## config.mk

```make
export PLATFORM = sky130hd
export DESIGN_NAME = slp_phy_pll_flat
export DESIGN_NICKNAME = d
export VERILOG_FILES = /design/src/logic/slp_pkg.sv /design/src/logic/slp_if.sv /design/src/logic/slp_phy_pll.sv /design/src/flat_wrapper.sv
export SDC_FILE = /design/constraint.sdc
export NUM_CORES = 1
export LEC_CHECK = 0
export ABC_AREA = 1
export BUFFER_PORTS_ARGS = -buffer_cell sky130_fd_sc_hd__buf_4
export CAP_MARGIN = 5
export CORE_MARGIN = 4
export CORE_UTILIZATION = 55
export DETAILED_ROUTE_END_ITERATION = 7
export PLACE_DENSITY_LB_ADDON = 0.05
export SLEW_MARGIN = 20
export SYNTH_ARGS = -nofsm -noshare
export SYNTH_HDL_FRONTEND = slang
export SYNTH_SLANG_ARGS = --single-unit
```

## constraint.sdc

```tcl
create_clock -name clk_i -period 2.4 [get_ports clk_i]
set_input_delay 0.12 -clock clk_i [delete_from_list [all_inputs] [get_ports clk_i]]
set_output_delay 0.12 -clock clk_i [all_outputs]
set_load 0.01 [all_outputs]
```

## src/logic/slp_pkg.sv

```systemverilog
// package: register map, field positions and clock ratios of the serial lane front end
package slp_pkg;
    localparam int unsigned ADDR_W          = 12;
    localparam int unsigned DATA_W          = 8;
    localparam int unsigned LANES           = 8;
    // register offsets
    localparam logic [11:0] OFS_IF_POWER    = 12'h200;
    localparam logic [11:0] OFS_LANE_PD     = 12'h201;
    localparam logic [11:0] OFS_EQ_MODE     = 12'h268;
    localparam logic [11:0] OFS_PLL_CTRL    = 12'h280;
    localparam logic [11:0] OFS_PLL_STAT    = 12'h281;
    localparam logic [11:0] OFS_PLL_DIV     = 12'h289;
    localparam logic [11:0] OFS_TUNE_FIRST  = 12'h284;
    localparam logic [11:0] OFS_TUNE_LAST   = 12'h2a0;
    localparam logic [11:0] OFS_TERM_A      = 12'h2a7;
    localparam logic [11:0] OFS_TERM_B      = 12'h2ae;
    localparam logic [11:0] OFS_CDR_RESET   = 12'h206;
    // wishbone-side registers of the controller
    localparam logic [3:0]  WB_CMD_ADDR     = 4'h0;
    localparam logic [3:0]  WB_WDATA        = 4'h4;
    localparam logic [3:0]  WB_RDATA        = 4'h8;
    localparam logic [3:0]  WB_STATUS       = 4'hc;
    // field positions
    localparam int unsigned BIT_IF_PD       = 0;
    localparam int unsigned BIT_PLL_EN      = 0;
    localparam int unsigned BIT_PLL_RECAL   = 2;
    localparam int unsigned BIT_LOCK        = 0;
    localparam int unsigned BIT_CAL_DONE    = 3;
    localparam int unsigned BIT_BAND_HI     = 4;
    localparam int unsigned BIT_BAND_LO     = 5;
    localparam int unsigned BIT_CDR_RESET   = 0;
    localparam int unsigned EQ_MSB          = 7;
    localparam int unsigned EQ_LSB          = 6;
    localparam logic [1:0]  EQ_NORMAL       = 2'h0;
    localparam logic [1:0]  EQ_LOW_POWER    = 2'h1;
    localparam logic [7:0]  TERM_START      = 8'h01;
    // divider codes and ratios
    localparam logic [1:0]  DIV_HALF        = 2'h0;
    localparam logic [1:0]  DIV_FULL        = 2'h1;
    localparam logic [1:0]  DIV_OVERSAMP    = 2'h2;
    localparam int unsigned BITS_PER_BYTE   = 10;
    localparam int unsigned BYTES_PER_PCLK  = 4;
    localparam int unsigned VCO_POSTDIV     = 2;
    localparam int unsigned REF_RATIO       = BITS_PER_BYTE * BYTES_PER_PCLK;
    // reset values
    localparam logic [7:0]  RST_IF_POWER    = 8'h01;
    localparam logic [7:0]  RST_ZERO        = 8'h00;
    // calibration, lock and termination timing in clk_i cycles (model of the analog settling)
    localparam logic [7:0]  CAL_CYCLES      = 8'h20;
    localparam logic [7:0]  LOCK_CYCLES     = 8'h10;
    localparam logic [7:0]  TERM_CYCLES     = 8'h08;
endpackage

```

## src/logic/slp_if.sv

```systemverilog
// interface: register port between the front end and its controller
`timescale 1ns/10ps
interface slp_if;
    logic        req;
    logic        we;
    logic [11:0] addr;
    logic [7:0]  wdata;
    logic [7:0]  rdata;
    logic        ack;
    modport dev  (input req, we, addr, wdata, output rdata, ack);
    modport ctrl (output req, we, addr, wdata, input rdata, ack);
endinterface

```

## src/logic/slp_phy_pll.sv

```systemverilog
// module: serial lane front end control, status and pll model
`timescale 1ns/10ps
// Functional notes
// - interface powered down until bit 0 cleared
// - one power-down bit per lane, 1 off
// - 0x01 to group a starts termination tune
// - 0x01 to group b starts termination tune
// - equalizer mode field bits 7:6
// - byte rate is lane rate over ten
// - processing clock is byte rate over four
// - frames per processing cycle equal 4/F
// - pll reference is lane rate over forty
// - software keeps detector clock in window
// - divider code 2/1/0 divides by 1/2/4
// - set divider before pll enable bit
// - status bit 0 shows pll lock
// - status bit 3 shows calibration done
// - band-limit bits; recalibrate via bit 2 rise
// - oscillator divided by two for lanes
// - software writes recommended tuning values
// - software pulses recovery reset bit 0
// - half rate recovery above full-rate limit
module slp_phy_pll #(
    parameter int unsigned LANES   = slp_pkg::LANES,
    parameter int unsigned F_OCTET = 1
) (
    // clock and reset
    input  wire logic              clk_i,
    input  wire logic              rst_i,
    // register port
    slp_if.dev                     bus,
    // analog band-limit indications
    input  wire logic              band_hi_i,
    input  wire logic              band_lo_i,
    // control to the analog and lane logic
    output logic                   if_powered_o,
    output logic [LANES-1:0]       lane_active_o,
    output logic [LANES-1:0]       term_tuning_o,
    output logic [1:0]             eq_mode_o,
    output logic                   cdr_reset_o,
    output logic [2:0]             ref_divide_o,
    output logic [7:0]             bytes_per_pclk_o,
    output logic [7:0]             frames_per_pclk_o,
    output logic [7:0]             ref_ratio_o,
    output logic [7:0]             vco_postdiv_o
);
    typedef enum logic [1:0] {
        SLP_OFF  = 2'b00,
        SLP_CAL  = 2'b01,
        SLP_LOCK = 2'b10,
        SLP_RUN  = 2'b11
    } slp_pll_t;

    ////////////////////////////////////////////////////////////////////////
    logic [7:0]       if_power_q, pd_q, eq_q, ctrl_q, div_q, term_a_q, term_b_q, cdr_q;
    logic [7:0]       tune_q [0:28];
    logic [7:0]       rdata_q, cnt_q, cnt_d, term_cnt_a_q, term_cnt_b_q;
    logic             ack_q, lock_q, cal_q, recal_q, sync2_q, sync3_q;
    logic [1:0]       band1_q;
    slp_pll_t         st_q, st_d;
    logic [1:0]       band2_q, band3_q, band_q;

    wire              access   = bus.req && !ack_q;
    wire              wr       = access && bus.we;
    wire              in_tune  = bus.addr >= slp_pkg::OFS_TUNE_FIRST && bus.addr <= slp_pkg::OFS_TUNE_LAST;
    wire logic [4:0]  tune_idx = 5'(bus.addr - slp_pkg::OFS_TUNE_FIRST);
    wire              pll_en   = ctrl_q[slp_pkg::BIT_PLL_EN] && !if_power_q[slp_pkg::BIT_IF_PD];
    // recalibration fires on a 0-to-1 edge of the control bit
    wire              recal_rise = ctrl_q[slp_pkg::BIT_PLL_RECAL] && !recal_q;
    wire logic [7:0]  status = {2'h0, band_q[1], band_q[0], cal_q, 2'h0, lock_q};

    ////////////////////////////////////////////////////////////////////////
    // register writes
    always_ff @(posedge clk_i) begin
        if (rst_i) begin
            if_power_q <= slp_pkg::RST_IF_POWER;
            pd_q       <= slp_pkg::RST_ZERO;
            eq_q       <= slp_pkg::RST_ZERO;
            ctrl_q     <= slp_pkg::RST_ZERO;
            div_q      <= slp_pkg::RST_ZERO;
            cdr_q      <= slp_pkg::RST_ZERO;
        end else if (wr) begin
            if (bus.addr == slp_pkg::OFS_IF_POWER)  if_power_q <= bus.wdata;
            if (bus.addr == slp_pkg::OFS_LANE_PD)   pd_q <= bus.wdata;
            if (bus.addr == slp_pkg::OFS_EQ_MODE)   eq_q <= bus.wdata;
            if (bus.addr == slp_pkg::OFS_PLL_CTRL)  ctrl_q <= bus.wdata;
            if (bus.addr == slp_pkg::OFS_PLL_DIV)   div_q <= bus.wdata;
            if (bus.addr == slp_pkg::OFS_CDR_RESET) cdr_q <= bus.wdata;
        end
    end

    always_ff @(posedge clk_i) begin
        if (wr && in_tune) begin
            tune_q[tune_idx] <= bus.wdata;
        end
    end

    ////////////////////////////////////////////////////////////////////////
    // termination autotune, one countdown per lane group
    always_ff @(posedge clk_i) begin
        if (rst_i) begin
            term_cnt_a_q <= slp_pkg::RST_ZERO;
            term_cnt_b_q <= slp_pkg::RST_ZERO;
            term_a_q     <= slp_pkg::RST_ZERO;
            term_b_q     <= slp_pkg::RST_ZERO;
        end else begin
            if (wr && bus.addr == slp_pkg::OFS_TERM_A) begin
                term_a_q     <= bus.wdata;
                term_cnt_a_q <= (bus.wdata == slp_pkg::TERM_START) ? slp_pkg::TERM_CYCLES : term_cnt_a_q;
            end else if (term_cnt_a_q != 8'h00) begin
                term_cnt_a_q <= term_cnt_a_q - 8'h01;
            end
            if (wr && bus.addr == slp_pkg::OFS_TERM_B) begin
                term_b_q     <= bus.wdata;
                term_cnt_b_q <= (bus.wdata == slp_pkg::TERM_START) ? slp_pkg::TERM_CYCLES : term_cnt_b_q;
            end else if (term_cnt_b_q != 8'h00) begin
                term_cnt_b_q <= term_cnt_b_q - 8'h01;
            end
        end
    end

    // lanes 0,1,6,7 belong to group a, lanes 2..5 to group b
    for (genvar i = 0; i < LANES; i++) begin : g_lane
        localparam bit GRP_A = (i < 2) || (i > 5);
        assign term_tuning_o[i] = GRP_A ? (term_cnt_a_q != 8'h00) : (term_cnt_b_q != 8'h00);
        assign lane_active_o[i] = !pd_q[i] && !if_power_q[slp_pkg::BIT_IF_PD];
    end

    ////////////////////////////////////////////////////////////////////////
    // band-limit inputs come from the analog domain: three flops, second and third agree
    always_ff @(posedge clk_i) begin
        if (rst_i) begin
            band1_q <= 2'h0;
            band2_q <= 2'h0;
            band3_q <= 2'h0;
            band_q  <= 2'h0;
        end else begin
            band1_q <= {band_lo_i, band_hi_i};
            band2_q <= band1_q;
            band3_q <= band2_q;
            if (band2_q == band3_q) band_q <= band3_q;
        end
    end

    ////////////////////////////////////////////////////////////////////////
    // pll state: off -> calibrate -> wait lock -> run
    always_comb begin
        st_d  = st_q;
        cnt_d = (cnt_q != 8'h00) ? cnt_q - 8'h01 : cnt_q;
        case (st_q)
            SLP_OFF: begin
                // enable starts calibration with the divider already set
                if (pll_en) begin
                    st_d  = SLP_CAL;
                    cnt_d = slp_pkg::CAL_CYCLES;
                end
            end
            SLP_CAL: begin
                if (cnt_q == 8'h00) begin
                    st_d  = SLP_LOCK;
                    cnt_d = slp_pkg::LOCK_CYCLES;
                end
            end
            SLP_LOCK: begin
                if (cnt_q == 8'h00) st_d = SLP_RUN;
            end
            SLP_RUN: ;
            default: st_d = SLP_OFF;
        endcase
        if (!pll_en) begin
            st_d = SLP_OFF;
        end else if (recal_rise) begin
            st_d  = SLP_CAL;
            cnt_d = slp_pkg::CAL_CYCLES;
        end
    end

    always_ff @(posedge clk_i) begin
        if (rst_i) begin
            st_q    <= SLP_OFF;
            cnt_q   <= 8'h00;
            recal_q <= 1'b0;
            lock_q  <= 1'b0;
            cal_q   <= 1'b0;
        end else begin
            st_q    <= st_d;
            cnt_q   <= cnt_d;
            recal_q <= ctrl_q[slp_pkg::BIT_PLL_RECAL];
            lock_q  <= (st_d == SLP_RUN);
            cal_q   <= (st_d == SLP_LOCK) || (st_d == SLP_RUN);
        end
    end

    ////////////////////////////////////////////////////////////////////////
    // register reads; one wait-free cycle, status read has no side effect
    wire logic [7:0] rd_mux =
        (bus.addr == slp_pkg::OFS_IF_POWER)  ? if_power_q :
        (bus.addr == slp_pkg::OFS_LANE_PD)   ? pd_q :
        (bus.addr == slp_pkg::OFS_EQ_MODE)   ? eq_q :
        (bus.addr == slp_pkg::OFS_PLL_CTRL)  ? ctrl_q :
        (bus.addr == slp_pkg::OFS_PLL_STAT)  ? status :
        (bus.addr == slp_pkg::OFS_PLL_DIV)   ? div_q :
        (bus.addr == slp_pkg::OFS_CDR_RESET) ? cdr_q :
        (bus.addr == slp_pkg::OFS_TERM_A)    ? term_a_q :
        (bus.addr == slp_pkg::OFS_TERM_B)    ? term_b_q :
        in_tune                              ? tune_q[tune_idx] : 8'h00;

    always_ff @(posedge clk_i) begin
        if (rst_i) begin
            ack_q   <= 1'b0;
            rdata_q <= 8'h00;
        end else begin
            ack_q <= access;
            if (access) rdata_q <= rd_mux;
        end
    end
    assign bus.ack   = ack_q;
    assign bus.rdata = rdata_q;

    ////////////////////////////////////////////////////////////////////////
    // interface powered when bit 0 is clear
    assign if_powered_o = !if_power_q[slp_pkg::BIT_IF_PD];
    assign eq_mode_o    = eq_q[slp_pkg::EQ_MSB:slp_pkg::EQ_LSB];
    assign cdr_reset_o  = cdr_q[slp_pkg::BIT_CDR_RESET];
    assign ref_divide_o = (div_q[1:0] == slp_pkg::DIV_OVERSAMP) ? 3'h1 :
                          (div_q[1:0] == slp_pkg::DIV_FULL)     ? 3'h2 : 3'h4;
    // ten bits per byte, four bytes per processing cycle
    assign bytes_per_pclk_o  = 8'(slp_pkg::BYTES_PER_PCLK);
    // frames per processing cycle; F above four gives zero
    assign frames_per_pclk_o = 8'(slp_pkg::BYTES_PER_PCLK / F_OCTET);
    // reference is lane rate over forty
    assign ref_ratio_o       = 8'(slp_pkg::REF_RATIO);
    assign vco_postdiv_o     = 8'(slp_pkg::VCO_POSTDIV);
endmodule // slp_phy_pll

```

## src/flat_wrapper.sv

```systemverilog
// flat-port wrapper written by rule: the top's interface ports become plain ports
module slp_phy_pll_flat 
#(
    parameter int unsigned LANES   = slp_pkg::LANES,
    parameter int unsigned F_OCTET = 1
)
  (clk_i, rst_i, band_hi_i, band_lo_i, if_powered_o, lane_active_o, term_tuning_o, eq_mode_o, cdr_reset_o, ref_divide_o, bytes_per_pclk_o, frames_per_pclk_o, ref_ratio_o, vco_postdiv_o, bus_req, bus_we, bus_addr, bus_wdata, bus_rdata, bus_ack);
  slp_if bus_i ();
  input  wire logic clk_i;
  input  wire logic rst_i;
  input  wire logic band_hi_i;
  input  wire logic band_lo_i;
  output logic if_powered_o;
  output logic [LANES-1:0] lane_active_o;
  output logic [LANES-1:0] term_tuning_o;
  output logic [1:0] eq_mode_o;
  output logic cdr_reset_o;
  output logic [2:0] ref_divide_o;
  output logic [7:0] bytes_per_pclk_o;
  output logic [7:0] frames_per_pclk_o;
  output logic [7:0] ref_ratio_o;
  output logic [7:0] vco_postdiv_o;
  input wire logic [$bits(bus_i.req)-1:0] bus_req;
  input wire logic [$bits(bus_i.we)-1:0] bus_we;
  input wire logic [$bits(bus_i.addr)-1:0] bus_addr;
  input wire logic [$bits(bus_i.wdata)-1:0] bus_wdata;
  output wire logic [$bits(bus_i.rdata)-1:0] bus_rdata;
  output wire logic [$bits(bus_i.ack)-1:0] bus_ack;
  assign bus_i.req = bus_req;
  assign bus_i.we = bus_we;
  assign bus_i.addr = bus_addr;
  assign bus_i.wdata = bus_wdata;
  assign bus_rdata = bus_i.rdata;
  assign bus_ack = bus_i.ack;
  slp_phy_pll #(.LANES(LANES), .F_OCTET(F_OCTET)) u_core (.clk_i(clk_i), .rst_i(rst_i), .bus(bus_i), .band_hi_i(band_hi_i), .band_lo_i(band_lo_i), .if_powered_o(if_powered_o), .lane_active_o(lane_active_o), .term_tuning_o(term_tuning_o), .eq_mode_o(eq_mode_o), .cdr_reset_o(cdr_reset_o), .ref_divide_o(ref_divide_o), .bytes_per_pclk_o(bytes_per_pclk_o), .frames_per_pclk_o(frames_per_pclk_o), .ref_ratio_o(ref_ratio_o), .vco_postdiv_o(vco_postdiv_o));
endmodule
```

Yosys cells after proc, flatten, opt, wreduce, memory -nomap -nowiden:

Memory sizes are Yosys's and may differ from the RTL's.
Index checks and enable logic that the tools add are counted.

* flip-flop bits (word level): 110
* memory bits (writable): 232
* input bits: 26
* output and inout port bits: 64
* logic and storage cells: 120
* memories: 1

Memory list
* u_core.tune_q: words 29, bits a word 8, rd ports 1, clocked after memory_dff 0, write ports 1, line slp_phy_pll.sv:56 `logic [7:0] tune_q [0:28];`

* $add $sub $neg: 4
* order comparisons: 2
* eq/ne operators: 19
* mux-type cells: 30
* reduce and logical (&&, ||, !) cells: 43

Operators with widths (number)
* 8-bit 2-to-1 mux: 20
* 12-bit by 10-bit == test with 1-bit output (second input constant): 9
* 8-bit nonzero test: 3
* 8-bit by 1-bit subtractor with 8-bit output (second input constant): 3
* 1-bit logical AND: 16
* 8-bit one-hot mux with 2 select lines: 1
* 2-bit AND reduction: 8
* 12-bit by 10-bit >= comparator with 1-bit output (second input constant): 1
* 12-bit by 10-bit less-or-equal comparator with 1-bit output (second input constant): 1
* 1-bit logical NOT: 11
* 2-bit == test (second input constant): 4
* 8-bit by 1-bit == test with 1-bit output (second input constant): 1
* 8-bit logical NOT: 1
* 2-bit 2-to-1 mux: 4
* 3-bit 2-to-1 mux: 2
* 2-bit one-hot mux with 3 select lines: 1
* 5-bit by 3-bit subtractor with 5-bit output (second input constant): 1
* 2-bit by 1-bit == test with 1-bit output (second input constant): 2
* 2-bit nonzero test: 2
* 2-bit == test: 1
* 2-bit logical NOT: 1
* 1-bit 2-to-1 mux: 2
* 2-bit by 1-bit inequality test with 1-bit output (second input constant): 1
* 2-bit inequality test (second input constant): 1
* 1-bit logical OR: 1

Depth between registers and ports, before layout:

* depth after elaboration: 12
* gate-level depth with buffers: 20
* gate-level depth less buffers: 20

Least setup slack after synthesis:

No wires, ideal clock.

* path type: input-to-reg
* start point: in bus_addr[2]
* end point: mem u_core.tune_q[12][0] (enable)
* library setup time: 0.370 ns
* arrival time: 1.683 ns
* data required time: 2.030 ns
* path slack: 0.347 ns
* stages: 10
* buffers on the path: 0
* path through: inv_2 -> ha_1 -> nand2_2 -> o21bai_1 -> nand2_1 -> nor2_4 -> inv_1 -> nor2_1 -> nand2_1 -> nor2_1

* word-level cells in the longest chain between the ends: 5
* elaborated cells on any way between the ends: 7
* classes of those cells: add/sub (1); order compare (2); mux (2); reduce/logical (2)

RTL lines
* from (decl): line flat_wrapper.sv:25 `input wire logic [$bits(bus_i.addr)-1:0] bus_addr;`
* 12-bit by 10-bit >= comparator with 1-bit output or 12-bit by 10-bit less-or-equal comparator with 1-bit output (tied branches): line slp_phy_pll.sv:65 `wire in_tune = bus.addr >= slp_pkg::OFS_TUNE_FIRST && bus.addr <= slp_pkg::OFS_TUNE_LAST;`
* 1-bit logical AND: line slp_phy_pll.sv:65
* 1-bit logical AND: line slp_phy_pll.sv:93 `if (wr && in_tune) begin`
* 1-bit 2-to-1 mux: line slp_phy_pll.sv:93
* 1-bit 2-to-1 mux (not written as such): line slp_phy_pll.sv:94 `tune_q[tune_idx] <= bus.wdata;`
* to (decl): line slp_phy_pll.sv:56

Parallel ways exist; a longest one is shown, timed or not.

Worst setup path in the final report:

* start point: reg u_core.term_cnt_a_q[1]
* end point: out term_tuning_o[7]

* word-level cells in the longest chain between the ends: 1

RTL lines
* from (decl): line slp_phy_pll.sv:57 `logic [7:0] rdata_q, cnt_q, cnt_d, term_cnt_a_q, term_cnt_b_q;`
* from (signal assigned): line slp_phy_pll.sv:102 `term_cnt_a_q <= slp_pkg::RST_ZERO;`
* from (signal assigned): line slp_phy_pll.sv:109 `term_cnt_a_q <= (bus.wdata == slp_pkg::TERM_START) ? slp_pkg::TERM_CYCLES : term_cnt_a_q;`
* from (signal assigned): line slp_phy_pll.sv:111 `term_cnt_a_q <= term_cnt_a_q - 8'h01;`
* 8-bit nonzero test: line slp_phy_pll.sv:125 `assign term_tuning_o[i] = GRP_A ? (term_cnt_a_q != 8'h00) : (term_cnt_b_q != 8'h00);`
* to (decl): line flat_wrapper.sv:15 `output logic [LANES-1:0] term_tuning_o;`

Every way passes these cells.

==> impl.org <==
** Status
- Result of the run :: completed

** STA
- Static timing analysis puts the maximum clock frequency at 466.8 MHz.
- Final Cycle Share :: 89.26%
- Summed negative setup slack over all endpoints :: 0 ns
- Number of endpoints with negative hold slack in the final report :: 0
- Least-Margin Pin Slew :: 0.6148 ns
- Clock period minus final worst setup slack :: 2.142 ns
- Count of final max-slew check failures :: 0
- Final setup vio count :: 0
- In this run the tightest slew margin relative to its limit is 59.01%.
- Final Skew :: 0.01099 ns
- Unrepaired setup endpoints after global routing :: no

** Layout
- Layout cells sized above 1 :: 12.97%
- Count of non-filler cells in the finished layout :: 2091
- Area of the multi-input gates :: 4711 um^2
- Number of nets at the end of the flow :: 1761
- The filler cells instantiated in the layout total 2280.
- Commonest cells after routing, fill and taps aside :: sky130_fd_sc_hd__nand2_1, sky130_fd_sc_hd__nor2_1, sky130_fd_sc_hd__edfxtp_1
- Inserted Diodes :: 0
- Layout overhead on the synthesized area :: 13.41%
- Leaving out fill and tap cells, the most frequent cell in the layout is sky130_fd_sc_hd__nand2_1.
- Seq. cell area :: 9169 um^2

** Worst setup path
- Worst reg-to-reg path cell count :: 6
- Capturing element type of the critical path :: output port
- WS Path Type :: flip-flop to output port
- Startpoint type of the worst setup path :: flip-flop
- RR Startpoint :: u_core.bus.ack
- Data on the critical path is required at its endpoint by 2.28 ns.
- Worst setup slack for register-to-register paths :: 0.29 ns
- Of all nets on the critical path, the largest fanout is 5.
- The worst register-to-register path ends at u_core.tune_q[10][7].
- Source of the critical timing path :: u_core.term_cnt_a_q[1]
- Crit path arrival time :: 2.02 ns

** Yosys
- After synthesis, the netlist uses 46 different library cells.
- Counting flops and latches in the post-synthesis netlist gives 342.
- Portion of the post-synthesis area used by sequential elements :: 60.58%
- EDFF count, synth :: 232
- Gate count after technology mapping :: 1622
- Cell Area, Synth :: 15130 um^2
- Number of warnings printed during yosys synthesis :: 0
- For this run, the leading register cell type out of synthesis is sky130_fd_sc_hd__edfxtp_1.
- Of all flip-flops after synthesis, the portion carrying an async set or reset was 0%.
- Mean area per synthesized cell :: 9.331 um^2

** Floorplanning
- During I/O placement, the number of pins put on the boundary was 90.
- Measured along the x axis, the die boundary spans 173.9 um.
- Initial core utilization :: 56.00%
- The floorplan step defined a die boundary enclosing 30240 um^2.
- Area of the core region :: 27030 um^2
- The die is 173.9 um tall.
- Placement row count :: 60

** Clock tree
- Once the clock tree was built, the setup fixing pass inserted 0 buffers.
- TritonCTS sink count :: 342
- Maximum buffer depth of the clock tree :: 3
- Latest clock arrival within the worst-skew pair :: 0.52 ns
- Root Driver :: sky130_fd_sc_hd__clkbuf_16
- CTS tree :: built
- Clock transition at path regs :: 0.06 ns
- Num CTS Buffers :: 37
- The H-tree was split into 2 levels.

** Power and ir drop
- Pwr/cell area :: 811.7 nW/um^2
- Summing internal, switching and leakage power gives 13930 uW.
- Highest ir drop seen on vdd :: 0.5813 mV
- Leakage :: 0.007080 uW

** Global routing
- Antenna violations before repair :: 0
- The number of global-route vias before repair is 10555.
- Entering global routing, the biggest net connects 69 pins.
- The total overflow left after global routing is 0.
- Global routing usage summed across all routing layers :: 25.45%
- Wire length of the first global-routing pass :: 60020 um

** Hold path
- In this run the worst hold path is classified as input pin to flip-flop.
- The worst hold path terminates at u_core.st_q[0].
- In this run the most critical hold path is launched from rst_i.
- Worst hold path depth :: 2

** Route
- DRC violation count after routing :: 0
- The pre-antenna-repair detailed-routing pass consisted of 5 iterations.
- Routed via count :: 11165
- The detail route stage leaves a number of antenna-violating nets equal to 0.
- Dividing the detail-routed via count by the number of cells gives 5.340.
- Routed wirelength normalized by instance count :: 18.61 um
- The detailed router finished its first iteration with 972 violations.
- Final routed wirelength across all metal layers :: 38920 um

** Placed design
- Post-placement cell count :: 2025
- RePlAce Congestion :: 0.8769
- In this run the tool buffered the top-level ports with 57 buffer cells.
- Summed over all nets, the half-perimeter wirelength after detailed placement is 25710 um.

** Job
- The tool flagged a number of max-cap violations equal to 0.
## report_power, final
group	leakage, uW	switching [uW]	internal, uW
combinational	0.00354	1190	670
clock	0.000567	2240	3280
sequential	0.00298	107	6450
## metal layers
layer	part of all wire [%]	vias up	track usage (%)
met1	46	5260	37.79
met3	7.7	59	4.711
met4	1.9	0	6.236
met2	44	380	39.15
met5	0	-	0
li1	-	5466	-
## metrics by stage
stage          cell area (um^2)  util, %  setup WS [ns]  hold slack (ns)
2_1_floorplan             15250        -         0.3467           0.2189
3_3_place_gp              15970    59.11       -0.09090           0.3217
3_5_place_dp              15970    59.11       -0.07776           0.3294
4_1_cts                   17160    63.51         0.2334          0.02161
5_1_grt                   17160    63.51        0.02070          0.03747
6_report                  17160    63.51         0.2577          0.02863
## what timing repair did
action,4_1_cts,5_1_grt
resized for setup,0,0
hold buffers,2,0
endpoints found under the hold margin,2,0
## area by class of cell
| class | count | area share, % |
|---|---|---|
| clock buffer | 53 | 6.167 |
| clock inverter | 11 | 0.6488 |
| inverter | 199 | 4.367 |
| multi-input combinational | 1024 | 27.45 |
| sequential | 342 | 53.42 |
| tap | 341 | 2.486 |
| timing repair buffer | 121 | 5.467 |
## worst max path at each step
| stage | to | slack, ns |
|---|---|---|
| 2_1_floorplan | u_core.tune_q[12][0] | 0.35 |
| 3_3_place_gp | u_core.bus.rdata[7] | -0.09 |
| 3_5_place_dp | u_core.bus.rdata[7] | -0.08 |
| 4_1_cts | term_tuning_o[7] | 0.23 |
| 5_1_grt | u_core.lock_q | 0.02 |
| 6_report | term_tuning_o[7] | 0.26 |
## critical path, cell delays in order, from the launching register on
cell and delay (ns):
sky130_fd_sc_hd__dfxtp_1 0.31, sky130_fd_sc_hd__inv_1 0.08, sky130_fd_sc_hd__ha_1 0.21, sky130_fd_sc_hd__nand3_1 0.09, sky130_fd_sc_hd__nor2_1 0.12, sky130_fd_sc_hd__nand2_1 0.09, sky130_fd_sc_hd__or3_1 0.42, sky130_fd_sc_hd__buf_4 0.19
## logic make-up after synthesis
group,synth area share [%]
other,0.04962
AO/OA/AOI/OAI,9.053
adder cells (fa/ha/maj),0.8267
buffers and inverters,9.036
AND/OR/NAND/NOR,19.93
flip-flops,60.58
XOR/XNOR,0.5209
## registers in the layout (all words and copies together) (netlist names)
register / count
u_core.band1_q: 2
u_core.band2_q: 2
u_core.band3_q: 2
u_core.band_q: 2
u_core.bus.ack: 1
u_core.bus.rdata: 8
u_core.cal_q: 1
u_core.cdr_q: 8
u_core.cnt_q: 8
u_core.ctrl_q: 8
u_core.div_q: 8
u_core.eq_q: 8
u_core.if_power_q: 8
u_core.lock_q: 1
u_core.pd_q: 8
u_core.recal_q: 1
u_core.st_q: 2
u_core.term_a_q: 8
u_core.term_b_q: 8
u_core.term_cnt_a_q: 8
u_core.term_cnt_b_q: 8
u_core.tune_q: 232
## cells in the mapped netlist (3+ instances only)
cell / count / area [um^2]
sky130_fd_sc_hd__a21oi_1: 95 / 475.5
sky130_fd_sc_hd__a22oi_1: 6 / 45.04
sky130_fd_sc_hd__a31oi_1: 3 / 18.77
sky130_fd_sc_hd__buf_2: 8 / 40.04
sky130_fd_sc_hd__buf_4: 49 / 367.9
sky130_fd_sc_hd__buf_6: 13 / 146.4
sky130_fd_sc_hd__clkbuf_1: 16 / 60.06
sky130_fd_sc_hd__dfxtp_1: 110 / 2202
sky130_fd_sc_hd__edfxtp_1: 232 / 6967
sky130_fd_sc_hd__ha_1: 10 / 125.1
sky130_fd_sc_hd__inv_1: 184 / 690.7
sky130_fd_sc_hd__inv_2: 12 / 45.04
sky130_fd_sc_hd__nand2_1: 349 / 1310
sky130_fd_sc_hd__nand2_2: 7 / 43.79
sky130_fd_sc_hd__nand2_4: 3 / 33.78
sky130_fd_sc_hd__nand3_1: 32 / 160.2
sky130_fd_sc_hd__nand3_2: 4 / 40.04
sky130_fd_sc_hd__nand4_1: 17 / 106.4
sky130_fd_sc_hd__nor2_1: 261 / 979.7
sky130_fd_sc_hd__nor2_2: 12 / 75.07
sky130_fd_sc_hd__nor2_4: 6 / 67.56
sky130_fd_sc_hd__nor3_1: 9 / 45.04
sky130_fd_sc_hd__nor4_1: 3 / 18.77
sky130_fd_sc_hd__o21ai_0: 112 / 560.5
sky130_fd_sc_hd__o21ai_1: 5 / 25.02
sky130_fd_sc_hd__o21bai_1: 3 / 22.52
sky130_fd_sc_hd__o22ai_1: 28 / 175.2
sky130_fd_sc_hd__or2_2: 4 / 25.02
sky130_fd_sc_hd__xnor2_1: 3 / 26.28
sky130_fd_sc_hd__xor2_1: 6 / 52.55
Note: power is estimated with default switching activity, not from simulation.
